<file path="config.mk">
export PLATFORM = sky130hd
export DESIGN_NAME = iocf_top
export DESIGN_NICKNAME = d
export VERILOG_FILES = /design/src/logic/iocf_pkg.sv /design/src/logic/iocf_filter.sv /design/src/logic/iocf_top.sv
export VERILOG_INCLUDE_DIRS = /design/src /design/src/logic
export SDC_FILE = /design/constraint.sdc
export NUM_CORES = 2
export LEC_CHECK = 0
export BUFFER_PORTS_ARGS = -buffer_cell sky130_fd_sc_hd__clkbuf_2
export CAP_MARGIN = 10
export CORE_ASPECT_RATIO = 0.5
export CORE_MARGIN = 2
export CORE_UTILIZATION = 53
export CTS_BUF_LIST = sky130_fd_sc_hd__clkbuf_2 sky130_fd_sc_hd__clkbuf_4 sky130_fd_sc_hd__clkbuf_8
export CTS_CLUSTER_DIAMETER = 40
export CTS_CLUSTER_SIZE = 28
export DETAILED_ROUTE_END_ITERATION = 8
export PLACE_DENSITY = 0.72
export SYNTH_ARGS = -nofsm -noshare
export SYNTH_HDL_FRONTEND = slang
export SYNTH_SLANG_ARGS = --single-unit
</file>
<file path="constraint.sdc">
create_clock -name CLOCK -period 4.2 [get_ports CLOCK]
set_input_delay 0.21 -clock CLOCK [delete_from_list [all_inputs] [get_ports CLOCK]]
set_output_delay 0.21 -clock CLOCK [all_outputs]
set_load 0.01 [all_outputs]
</file>
<file path="src/logic/iocf_params.svh">
// Constants for the isolated I/O configuration and filter block
`ifndef IOCF_PARAMS_SVH
`define IOCF_PARAMS_SVH

// System clock period in ns (25 MHz)
`define IOCF_CLK_NS 40
// Least detectable pulse width per filter setting, in ns
`define IOCF_FILT_T0_NS 18000
`define IOCF_FILT_T1_NS 36000
`define IOCF_FILT_T2_NS 73000
`define IOCF_FILT_T3_NS 145000
`define IOCF_FILT_T4_NS 290000
`define IOCF_FILT_T5_NS 581000
`define IOCF_FILT_T6_NS 1162000
`define IOCF_FILT_T7_NS 2323000
// Least time to cycles, rounded up
`define IOCF_CYC(t) ((((t) + `IOCF_CLK_NS - 1) / `IOCF_CLK_NS))

// Geometry
`define IOCF_LINES 24
`define IOCF_GROUP_LINES 6
`define IOCF_FIRST_GROUP 8'd2
`define IOCF_LAST_GROUP 8'd5

// Setup word fields
`define IOCF_SU_TYPE_HI 4
`define IOCF_SU_DIR 5
`define IOCF_SU_POL 6

// Line type codes
`define IOCF_TYPE_GP 5'h00
`define IOCF_TYPE_GO 5'h09
`define IOCF_TYPE_DIN_LO 5'h08
`define IOCF_TYPE_DIN_HI 5'h0F
`define IOCF_TYPE_DOUT_LO 5'h10
`define IOCF_TYPE_DOUT_HI 5'h16

// Reset values
`define IOCF_RST_TYPE 5'h00
`define IOCF_RST_DIR 1'b0
`define IOCF_RST_POL 1'b1
`define IOCF_RST_FSEL 3'h7

// Status register bits
`define IOCF_ERR_SETUP 0
`define IOCF_ERR_WRITE 1
`define IOCF_ERR_ADDR 2

// Program line at which a start trigger begins execution
`define IOCF_START_LINE 16'h0001

`endif

</file>
<file path="src/logic/iocf_pkg.sv">
// Types shared by the isolated I/O configuration block
`default_nettype none
package iocf_pkg;
  // Address space, selected by the upper two address bits
  typedef enum logic [1:0] {IOCF_SP_SETUP, IOCF_SP_STATE, IOCF_SP_FILT, IOCF_SP_STAT} iocf_space_e;
  // Line type code
  typedef logic [4:0] iocf_type_t;
endpackage
`default_nettype wire

</file>
<file path="src/logic/iocf_filter.sv">
// Per-line input filter: accepts a new level after it stays stable long enough
`default_nettype none
`include "iocf_params.svh"
module iocf_filter
  import iocf_pkg::*;
#(
  parameter int CW = 16
)
(
  input wire logic clk,
  input wire logic rst_n,
  input wire logic sample,
  input wire logic [CW-1:0] limit,
  output logic level
);

  // Run length of the level that differs from the accepted one
  logic [CW-1:0] cnt;
  // Widened increment so the compare never wraps
  wire logic [CW:0] cnt_inc = {1'b0, cnt} + {{CW{1'b0}}, 1'b1};
  wire logic done = cnt_inc >= {1'b0, limit};

  // Any bounce back to the accepted level restarts the count, so glitches die
  always_ff @(posedge clk or negedge rst_n)
  begin
    if (!rst_n)
    begin
      cnt <= '0;
      level <= 1'b0;
    end
    else if (sample == level)
      cnt <= '0;
    else if (done)
    begin
      level <= sample;
      cnt <= '0;
    end
    else
      cnt <= cnt_inc[CW-1:0];
  end
endmodule
`default_nettype wire

</file>
<file path="src/logic/iocf_top.sv">
// Isolated I/O line configuration, state mapping and input filtering
`default_nettype none
`include "iocf_params.svh"
module iocf_top
  import iocf_pkg::*;
#(
  // Stable-run lengths in cycles, one per filter setting
  parameter logic [15:0] FILT_CYC_0 = 16'(`IOCF_CYC(`IOCF_FILT_T0_NS)),
  parameter logic [15:0] FILT_CYC_1 = 16'(`IOCF_CYC(`IOCF_FILT_T1_NS)),
  parameter logic [15:0] FILT_CYC_2 = 16'(`IOCF_CYC(`IOCF_FILT_T2_NS)),
  parameter logic [15:0] FILT_CYC_3 = 16'(`IOCF_CYC(`IOCF_FILT_T3_NS)),
  parameter logic [15:0] FILT_CYC_4 = 16'(`IOCF_CYC(`IOCF_FILT_T4_NS)),
  parameter logic [15:0] FILT_CYC_5 = 16'(`IOCF_CYC(`IOCF_FILT_T5_NS)),
  parameter logic [15:0] FILT_CYC_6 = 16'(`IOCF_CYC(`IOCF_FILT_T6_NS)),
  parameter logic [15:0] FILT_CYC_7 = 16'(`IOCF_CYC(`IOCF_FILT_T7_NS))
)
(
  input wire logic CLOCK,
  input wire logic RESET_N,
  input wire logic [9:0] ADDR,
  input wire logic [7:0] WDATA,
  input wire logic WR,
  input wire logic RD,
  output logic [7:0] RDATA,
  input wire logic [23:0] IO_IN,
  output logic [23:0] IO_OUT,
  output logic [23:0] IO_OE,
  input wire logic [6:0] FUNC_OUT,
  output logic [7:0] FUNC_IN,
  output logic PROG_START,
  output logic [15:0] START_LINE
);

  localparam int NL = `IOCF_LINES;
  localparam int GL = `IOCF_GROUP_LINES;

  // Number is a line (N1..N6) or group (N0) of groups 2..5
  function automatic logic num_ok(input logic [7:0] n);
    logic [7:0] t;
    logic [7:0] u;
    t = n / 8'd10;
    u = n % 8'd10;
    return (t >= `IOCF_FIRST_GROUP) && (t <= `IOCF_LAST_GROUP) && (u <= 8'd6);
  endfunction

  // Group index 0..3 of a line or group number
  function automatic logic [1:0] num_grp(input logic [7:0] n);
    logic [7:0] t;
    t = n / 8'd10 - `IOCF_FIRST_GROUP;
    return t[1:0];
  endfunction

  // Member position 0..6, zero for a whole group
  function automatic logic [2:0] num_unit(input logic [7:0] n);
    logic [7:0] u;
    u = n % 8'd10;
    return u[2:0];
  endfunction

  // Type code classes
  function automatic logic is_din(input iocf_type_t t);
    return (t >= `IOCF_TYPE_DIN_LO) && (t <= `IOCF_TYPE_DIN_HI);
  endfunction

  function automatic logic is_dout(input iocf_type_t t);
    return (t >= `IOCF_TYPE_DOUT_LO) && (t <= `IOCF_TYPE_DOUT_HI);
  endfunction

  // Stable-run length for a filter setting
  function automatic logic [15:0] filt_cyc(input logic [2:0] s);
    logic [15:0] c;
    c = FILT_CYC_7;
    case (s)
      3'h0: c = FILT_CYC_0;
      3'h1: c = FILT_CYC_1;
      3'h2: c = FILT_CYC_2;
      3'h3: c = FILT_CYC_3;
      3'h4: c = FILT_CYC_4;
      3'h5: c = FILT_CYC_5;
      3'h6: c = FILT_CYC_6;
      default: c = FILT_CYC_7;
    endcase
    return c;
  endfunction

  // Per-line configuration
  iocf_type_t lt_type [NL];
  logic [NL-1:0] lt_dir;
  logic [NL-1:0] lt_pol;
  // Per-group filter select
  logic [2:0] fsel [4];
  // Latched general purpose output states
  logic [NL-1:0] out_val;
  // Sticky error flags
  logic [2:0] err;
  // Pin synchroniser and filter output
  logic [NL-1:0] pin_s1;
  logic [NL-1:0] pin_s2;
  logic [NL-1:0] filt;
  // Logical states, one cycle old, for start-trigger edges
  logic [NL-1:0] st_q;

  // Address decode
  iocf_space_e sp;
  logic [7:0] num;
  logic addr_ok;
  logic [1:0] grp_a;
  logic [2:0] unit_a;
  logic is_grp_a;
  logic [4:0] idx_a;
  assign sp = iocf_space_e'(ADDR[9:8]);
  assign num = ADDR[7:0];
  assign addr_ok = num_ok(num);
  assign grp_a = num_grp(num);
  assign unit_a = num_unit(num);
  assign is_grp_a = (unit_a == 3'h0);
  // Group base widened before the product, so groups 40 and 50 do not wrap
  assign idx_a = 5'(grp_a) * 5'd6 + (is_grp_a ? 5'h00 : 5'(unit_a - 3'h1));

  // Setup word fields
  iocf_type_t su_type;
  logic su_dir;
  logic su_pol;
  logic su_ok;
  assign su_type = WDATA[`IOCF_SU_TYPE_HI:0];
  assign su_dir = WDATA[`IOCF_SU_DIR];
  assign su_pol = WDATA[`IOCF_SU_POL];
  // Dedicated functions must agree with their inherent direction
  assign su_ok = (su_type == `IOCF_TYPE_GP) || (is_din(su_type) && !su_dir) ||
                 (is_dout(su_type) && su_dir);

  // Per-line combinational view
  logic [NL-1:0] sel;
  logic [NL-1:0] gpout;
  logic [NL-1:0] outl;
  logic [NL-1:0] st;
  logic [NL-1:0] goin;
  logic [NL-1:0] wbit;
  logic [7:0] next_func_in;

  // Line state mapping, selection and dedicated function routing
  always_comb
  begin
    next_func_in = 8'h00;
    for (int i = 0; i < NL; i++)
    begin
      sel[i] = addr_ok && (is_grp_a ? (2'(i / GL) == grp_a) : (5'(i) == idx_a));
      gpout[i] = (lt_type[i] == `IOCF_TYPE_GP) && lt_dir[i];
      // Dedicated outputs follow the motion core's function levels
      if (is_dout(lt_type[i]))
        outl[i] = FUNC_OUT[3'(lt_type[i] - `IOCF_TYPE_DOUT_LO)];
      else
        outl[i] = out_val[i];
      // Inputs: XNOR with polarity gives 1 for high pin when active high
      st[i] = lt_dir[i] ? outl[i] : (filt[i] ~^ lt_pol[i]);
      goin[i] = (lt_type[i] == `IOCF_TYPE_GO) && !lt_dir[i];
      wbit[i] = is_grp_a ? WDATA[i % GL] : WDATA[0];
      if (is_din(lt_type[i]) && !lt_dir[i])
        next_func_in[3'(lt_type[i] - `IOCF_TYPE_DIN_LO)] = 1'b1 & st[i] |
          next_func_in[3'(lt_type[i] - `IOCF_TYPE_DIN_LO)];
    end
  end

  // Write qualification
  logic wr_setup;
  logic wr_state;
  logic wr_filt;
  logic wr_stat;
  logic state_ok;
  logic filt_ok;
  logic [2:0] err_set;
  assign filt_ok = (num >= `IOCF_FIRST_GROUP) && (num <= `IOCF_LAST_GROUP);
  assign wr_setup = WR && (sp == IOCF_SP_SETUP) && addr_ok;
  assign wr_state = WR && (sp == IOCF_SP_STATE) && addr_ok;
  assign wr_filt = WR && (sp == IOCF_SP_FILT) && filt_ok;
  assign wr_stat = WR && (sp == IOCF_SP_STAT) && (num == 8'h00);
  // A group write is taken only when every member is a general purpose output
  assign state_ok = &(~sel | gpout);
  assign err_set[`IOCF_ERR_SETUP] = wr_setup && !su_ok;
  assign err_set[`IOCF_ERR_WRITE] = wr_state && !state_ok;
  assign err_set[`IOCF_ERR_ADDR] = WR && !(wr_setup || wr_state || wr_filt || wr_stat);

  // Line configuration; a group write loads all six members
  always_ff @(posedge CLOCK or negedge RESET_N)
  begin
    if (!RESET_N)
    begin
      for (int i = 0; i < NL; i++)
        lt_type[i] <= `IOCF_RST_TYPE;
      lt_dir <= {NL{`IOCF_RST_DIR}};
      lt_pol <= {NL{`IOCF_RST_POL}};
    end
    else if (wr_setup && su_ok)
    begin
      for (int i = 0; i < NL; i++)
        if (sel[i])
        begin
          lt_type[i] <= su_type;
          lt_dir[i] <= su_dir;
          lt_pol[i] <= su_pol;
        end
    end
  end

  // General purpose output latches; refused writes leave them untouched
  always_ff @(posedge CLOCK or negedge RESET_N)
  begin
    if (!RESET_N)
      out_val <= '0;
    else if (wr_state && state_ok)
      out_val <= (out_val & ~sel) | (wbit & sel);
  end

  // Group filter selectors
  always_ff @(posedge CLOCK or negedge RESET_N)
  begin
    if (!RESET_N)
    begin
      for (int g = 0; g < 4; g++)
        fsel[g] <= `IOCF_RST_FSEL;
    end
    else if (wr_filt)
      fsel[2'(num - `IOCF_FIRST_GROUP)] <= WDATA[2:0];
  end

  // Sticky errors: write one to clear, a new error in the same cycle wins
  always_ff @(posedge CLOCK or negedge RESET_N)
  begin
    if (!RESET_N)
      err <= 3'h0;
    else
      err <= (err & ~(wr_stat ? WDATA[2:0] : 3'h0)) | err_set;
  end

  // Two-flop synchroniser on the isolated pins
  always_ff @(posedge CLOCK or negedge RESET_N)
  begin
    if (!RESET_N)
    begin
      pin_s1 <= '0;
      pin_s2 <= '0;
    end
    else
    begin
      pin_s1 <= IO_IN;
      pin_s2 <= pin_s1;
    end
  end

  // One filter per line, run length chosen by its group
  for (genvar i = 0; i < NL; i++)
  begin : g_line
    iocf_filter #(.CW(16)) u_filt (
      .clk(CLOCK),
      .rst_n(RESET_N),
      .sample(pin_s2[i]),
      .limit(filt_cyc(fsel[i / GL])),
      .level(filt[i])
    );
  end

  // Pin drive: polarity applied on the way out, enable while an output
  always_ff @(posedge CLOCK or negedge RESET_N)
  begin
    if (!RESET_N)
    begin
      IO_OUT <= '0;
      IO_OE <= '0;
    end
    else
    begin
      IO_OUT <= outl ~^ lt_pol;
      IO_OE <= lt_dir;
    end
  end

  // Start trigger: rising logical state on a type nine input
  always_ff @(posedge CLOCK or negedge RESET_N)
  begin
    if (!RESET_N)
    begin
      st_q <= '0;
      PROG_START <= 1'b0;
      START_LINE <= `IOCF_START_LINE;
      FUNC_IN <= 8'h00;
    end
    else
    begin
      st_q <= st;
      PROG_START <= |(goin & st & ~st_q);
      START_LINE <= `IOCF_START_LINE;
      FUNC_IN <= next_func_in;
    end
  end

  // Read mux; unmapped addresses read zero
  logic [7:0] next_rdata;
  always_comb
  begin
    next_rdata = 8'h00;
    unique case (sp)
      IOCF_SP_SETUP:
        if (addr_ok)
          next_rdata = {1'b0, lt_pol[idx_a], lt_dir[idx_a], lt_type[idx_a]};
      IOCF_SP_STATE:
        if (addr_ok)
          next_rdata = is_grp_a ? {2'b00, 6'(st >> idx_a)} : {7'h00, st[idx_a]};
      IOCF_SP_FILT:
        if (filt_ok)
          next_rdata = {5'h00, fsel[2'(num - `IOCF_FIRST_GROUP)]};
      IOCF_SP_STAT:
        if (num == 8'h00)
          next_rdata = {5'h00, err};
    endcase
  end

  // Read data stands only in the cycle after the strobe
  always_ff @(posedge CLOCK or negedge RESET_N)
  begin
    if (!RESET_N)
      RDATA <= 8'h00;
    else
      RDATA <= RD ? next_rdata : 8'h00;
  end
endmodule
`default_nettype wire

</file>
==> impl_metrics.env <==
export IMPL_ys_dominant_reg_cell="sky130_fd_sc_hd__dfrtp_1"
export IMPL_synth_avg_cell_area_um2=9.850
export IMPL_layout_drive_gt1_share_pct=23.58
export IMPL_hold_path_startpoint="IO_IN[21]"
export IMPL_synthDominantAreaCellType="sky130_fd_sc_hd__dfrtp_1"
export IMPL_vias=44100
export IMPL_relSlewSlack_pct=18.55
export IMPL_worst_path_max_fanout=7
export IMPL_vias_per_cell=6.190
export IMPL_final_util_pct=63.38
export IMPL_worst_r2r_startpoint="g_line[10].u_filt.level"
export IMPL_first_pass_grt_wire_length_mm=253.0
export IMPL_cts_buffers_inserted=88
export IMPL_h_tree_levels=3
export IMPL_yosys_warnings=0
export IMPL_async_flop_share_pct=100.0
export IMPL_drt_iter0_markers=3787
export IMPL_p_comb_share_pct=18.8
export IMPL_routed_wl_mm=162.4
export IMPL_p_seq_share_pct=43.6
export IMPL_kind_of_start_point_of_the_critical_path="flip-flop"
export IMPL_overflow=0
export IMPL_num_nets_final=6247
export IMPL_grt_max_degree=94
export IMPL_rsz_0062_raised_after_global_routing="yes"
export IMPL_drt_pre_antenna_iters=5
export IMPL_switching_share_pct=32.75
export IMPL_clk_latency_worst_skew_pair_ns=0.86
export IMPL_gpl_final_weighted_congestion=1.026
export IMPL_floorplan_core_area_um2=95290
export IMPL_hold_path_class="input port to flip-flop"
export IMPL_fin_cells=7124
export IMPL_numPlacedInstances=6879
export IMPL_timing_final_crit_share_pct=99.51
export IMPL_timing_critical_path_from="g_line[10].u_filt.level"
export IMPL_root_buffer_master="sky130_fd_sc_hd__clkbuf_8"
export IMPL_cell_with_the_most_instances_after_synthesis="sky130_fd_sc_hd__dfrtp_1"
export IMPL_initial_utilization_pct=53.41
export IMPL_switching_power_mw=5.585
export IMPL_synth_top_cell_area_share_pct=35.15
export IMPL_worst_ep_arrival_time_ns=4.95
export IMPL_ir_drop_mv=0.2082
export IMPL_crit_required_ns=4.97
export IMPL_drc_errors=0
export IMPL_io_pins=134
export IMPL_wirelength_per_cell_um=22.80
export IMPL_clockPowerShare_pct=37.6
export IMPL_die_area_um2=98680
export IMPL_finalSetupViolations=0
export IMPL_final_max_slew_violation_count=0
export IMPL_vias_in_the_first_global_route=43840
export IMPL_die_h_um=223.1
export IMPL_yosys_cell_types_count=101
export IMPL_pwr_density_cell_nw_per_um2=282.3
export IMPL_synth_commonest_cells="715 x sky130_fd_sc_hd__dfrtp_1, 420 x sky130_fd_sc_hd__ha_1, 376 x sky130_fd_sc_hd__nand2_1, 320 x sky130_fd_sc_hd__nor2_1, 291 x sky130_fd_sc_hd__nor2b_1"
export IMPL_dp_final_hpwl_mm=121.7
export IMPL_die_width_um=442.3
export IMPL_drv_max_cap_violation_count=0
export IMPL_final_setup_skew_ns=0.08034
export IMPL_syn_area_um2=50900
export IMPL_layout_area_overhead_vs_synth_pct=18.67
export IMPL_cts_tree="built"
export IMPL_clk_pin_slew_ns=0.12
export IMPL_regToRegSetupSlack_ns=0.02
export IMPL_clock_sink_count=751
export IMPL_postSynthCellCount=5167
export IMPL_initial_antenna_violation_count=6
export IMPL_top_cells_by_area_in_the_synthesized_netlist="sky130_fd_sc_hd__dfrtp_1 35%, sky130_fd_sc_hd__ha_1 10%, sky130_fd_sc_hd__xnor2_1 4.8%"
export IMPL_cellInternalPower_mw=11.47
export IMPL_hold_violations=0
export IMPL_port_buffer_count=115
export IMPL_antenna_left=0
export IMPL_clockBufferDepth=3
export IMPL_worstSetupEndpointType="flip-flop"
export IMPL_cellLeakagePower_nw=28.87
export IMPL_critPathKind="flip-flop to flip-flop"
export IMPL_hold_path_cell_count=2
export IMPL_ys_seq_area_share_pct=37.01
export IMPL_placement_rows=80
export IMPL_timing_reg2reg_worst_path_depth=14
export IMPL_min_period_ns=4.180
export IMPL_timing_worst_slew_pin_value_ns=1.218
export IMPL_ys_seq_elements=751
export IMPL_achievable_frequency_ghz=0.2393
export IMPL_gr_usage_all_layers_pct=32.65
export IMPL_status="complete, no violations"
export IMPL_fin_tns_setup_ns=0
export IMPL_synth_edf_count=0
[critical path: stages, from the launching register on]
cell and delay [ns]:
sky130_fd_sc_hd__dfrtp_2 0.51, sky130_fd_sc_hd__xor2_1 0.21, sky130_fd_sc_hd__or4_4 0.59, sky130_fd_sc_hd__o21ai_0 0.16, sky130_fd_sc_hd__nor2b_2 0.31, sky130_fd_sc_hd__nor4_2 0.09, sky130_fd_sc_hd__a32oi_2 0.23, sky130_fd_sc_hd__o211a_1 0.30
sky130_fd_sc_hd__a41oi_1 0.17, sky130_fd_sc_hd__a22o_1 0.29, sky130_fd_sc_hd__and3_1 0.21, sky130_fd_sc_hd__or4_4 0.57, sky130_fd_sc_hd__buf_4 0.16, sky130_fd_sc_hd__a21o_1 0.16, sky130_fd_sc_hd__nand4_1 0.13
[power by group through the flow]
stage	combinational [mW]	clock [mW]	sequential, mW
3_5_place_dp	2.99	0	7.57
2_1_floorplan	1.74	0	7.54
5_1_grt	3.44	6.80	7.45
6_report	3.21	6.41	7.43
4_1_cts	3.07	6.52	7.43
3_3_place_gp	2.93	0	7.57
[final timing paths]
path                                       endpoint
max reg2reg                              FUNC_IN[1]
max in group asynchronous  g_line[7].u_filt.cnt[11]
max                                      FUNC_IN[1]
min in group asynchronous  g_line[7].u_filt.cnt[13]
min                                      pin_s1[21]
min reg2reg                              pin_s2[19]
[cell usage in the layout (no fill, tap or decap), types with 151 or more instances in the layout]
master                    Yosys  final
sky130_fd_sc_hd__dfrtp_1    715    712
sky130_fd_sc_hd__buf_4       18    528
sky130_fd_sc_hd__ha_1       420    415
sky130_fd_sc_hd__nand2_1    376    346
sky130_fd_sc_hd__nor2_1     320    310
sky130_fd_sc_hd__nor2b_1    291    287
sky130_fd_sc_hd__xnor2_1    277    275
sky130_fd_sc_hd__nand3_1    269    266
sky130_fd_sc_hd__and3_1     219    219
sky130_fd_sc_hd__mux2_2     205    203
sky130_fd_sc_hd__o21ai_0    155    154
sky130_fd_sc_hd__xor2_1     156    151
[area by class of cell]
| type | instances | area [um2] |
|---|---|---|
| fillers | 7749 | 34890 |
| diodes | 6 | 15.01 |
| inverters | 142 | 535.5 |
| clock inverters | 69 | 967.2 |
| flip-flops and latches | 751 | 18850 |
| multi-input cells | 4061 | 31430 |
| well taps | 1271 | 1590 |
| repair buffers | 729 | 5725 |
| clock buffers | 95 | 1289 |
[stage by stage]
step	total power [mW]	instance area, um2	hold slack, ns	setup slack [ns]
after floorplan	9.281	51220	-0.08559	-0.7172
after global routing	17.69	60390	0.02764	-0.1929
after CTS	17.02	59620	0.0009503	-0.006303
after global placement	10.50	56710	0.3177	-1.034
final	17.05	60400	0.05423	0.02043
after detailed placement	10.56	56710	0.3201	-1.113
[per-layer routing]
metal,up-vias,track usage [%],share of wire [%]
met4,4,15.43,5.1
met1,21860,43.19,42
met3,489,5.792,8.0
li1,20010,-,-
met5,-,0,0.023
met2,1738,52.33,45
[registers in the layout, indices dropped and copies added (netlist names), named ones only]
name / count
pin_s1: 24
IO_OE: 24
lt_dir: 24
st_q: 24
lt_type: 120
fsel: 12
FUNC_IN: 8
g_line.u_filt.cnt: 384
lt_pol: 24
pin_s2: 24
err: 3
RDATA: 7
g_line.u_filt.level: 24
PROG_START: 1
IO_OUT: 24
[logic make-up after synthesis]
logic type / Yosys count / share of synthesized area (%)
other: 2 / 0.01476
AND/OR/NAND/NOR: 2025 / 21.48
AO/OA/AOI/OAI: 799 / 10.80
flip-flops: 751 / 37.01
multiplexers: 364 / 9.851
buffers and inverters: 371 / 3.011
XOR/XNOR: 433 / 7.451
adder cells (fa/ha/maj): 422 / 10.39
[what timing repair did]
item,4_1_cts,5_1_grt
pin swaps,1,48
gates resized for setup,15,159
endpoints found under the hold margin,173,0
setup endpoints to repair,87,359
hold buffers,53,0
buffers inserted,5,15
gates cloned,1,1
Note: power is estimated with default switching activity, not from simulation.
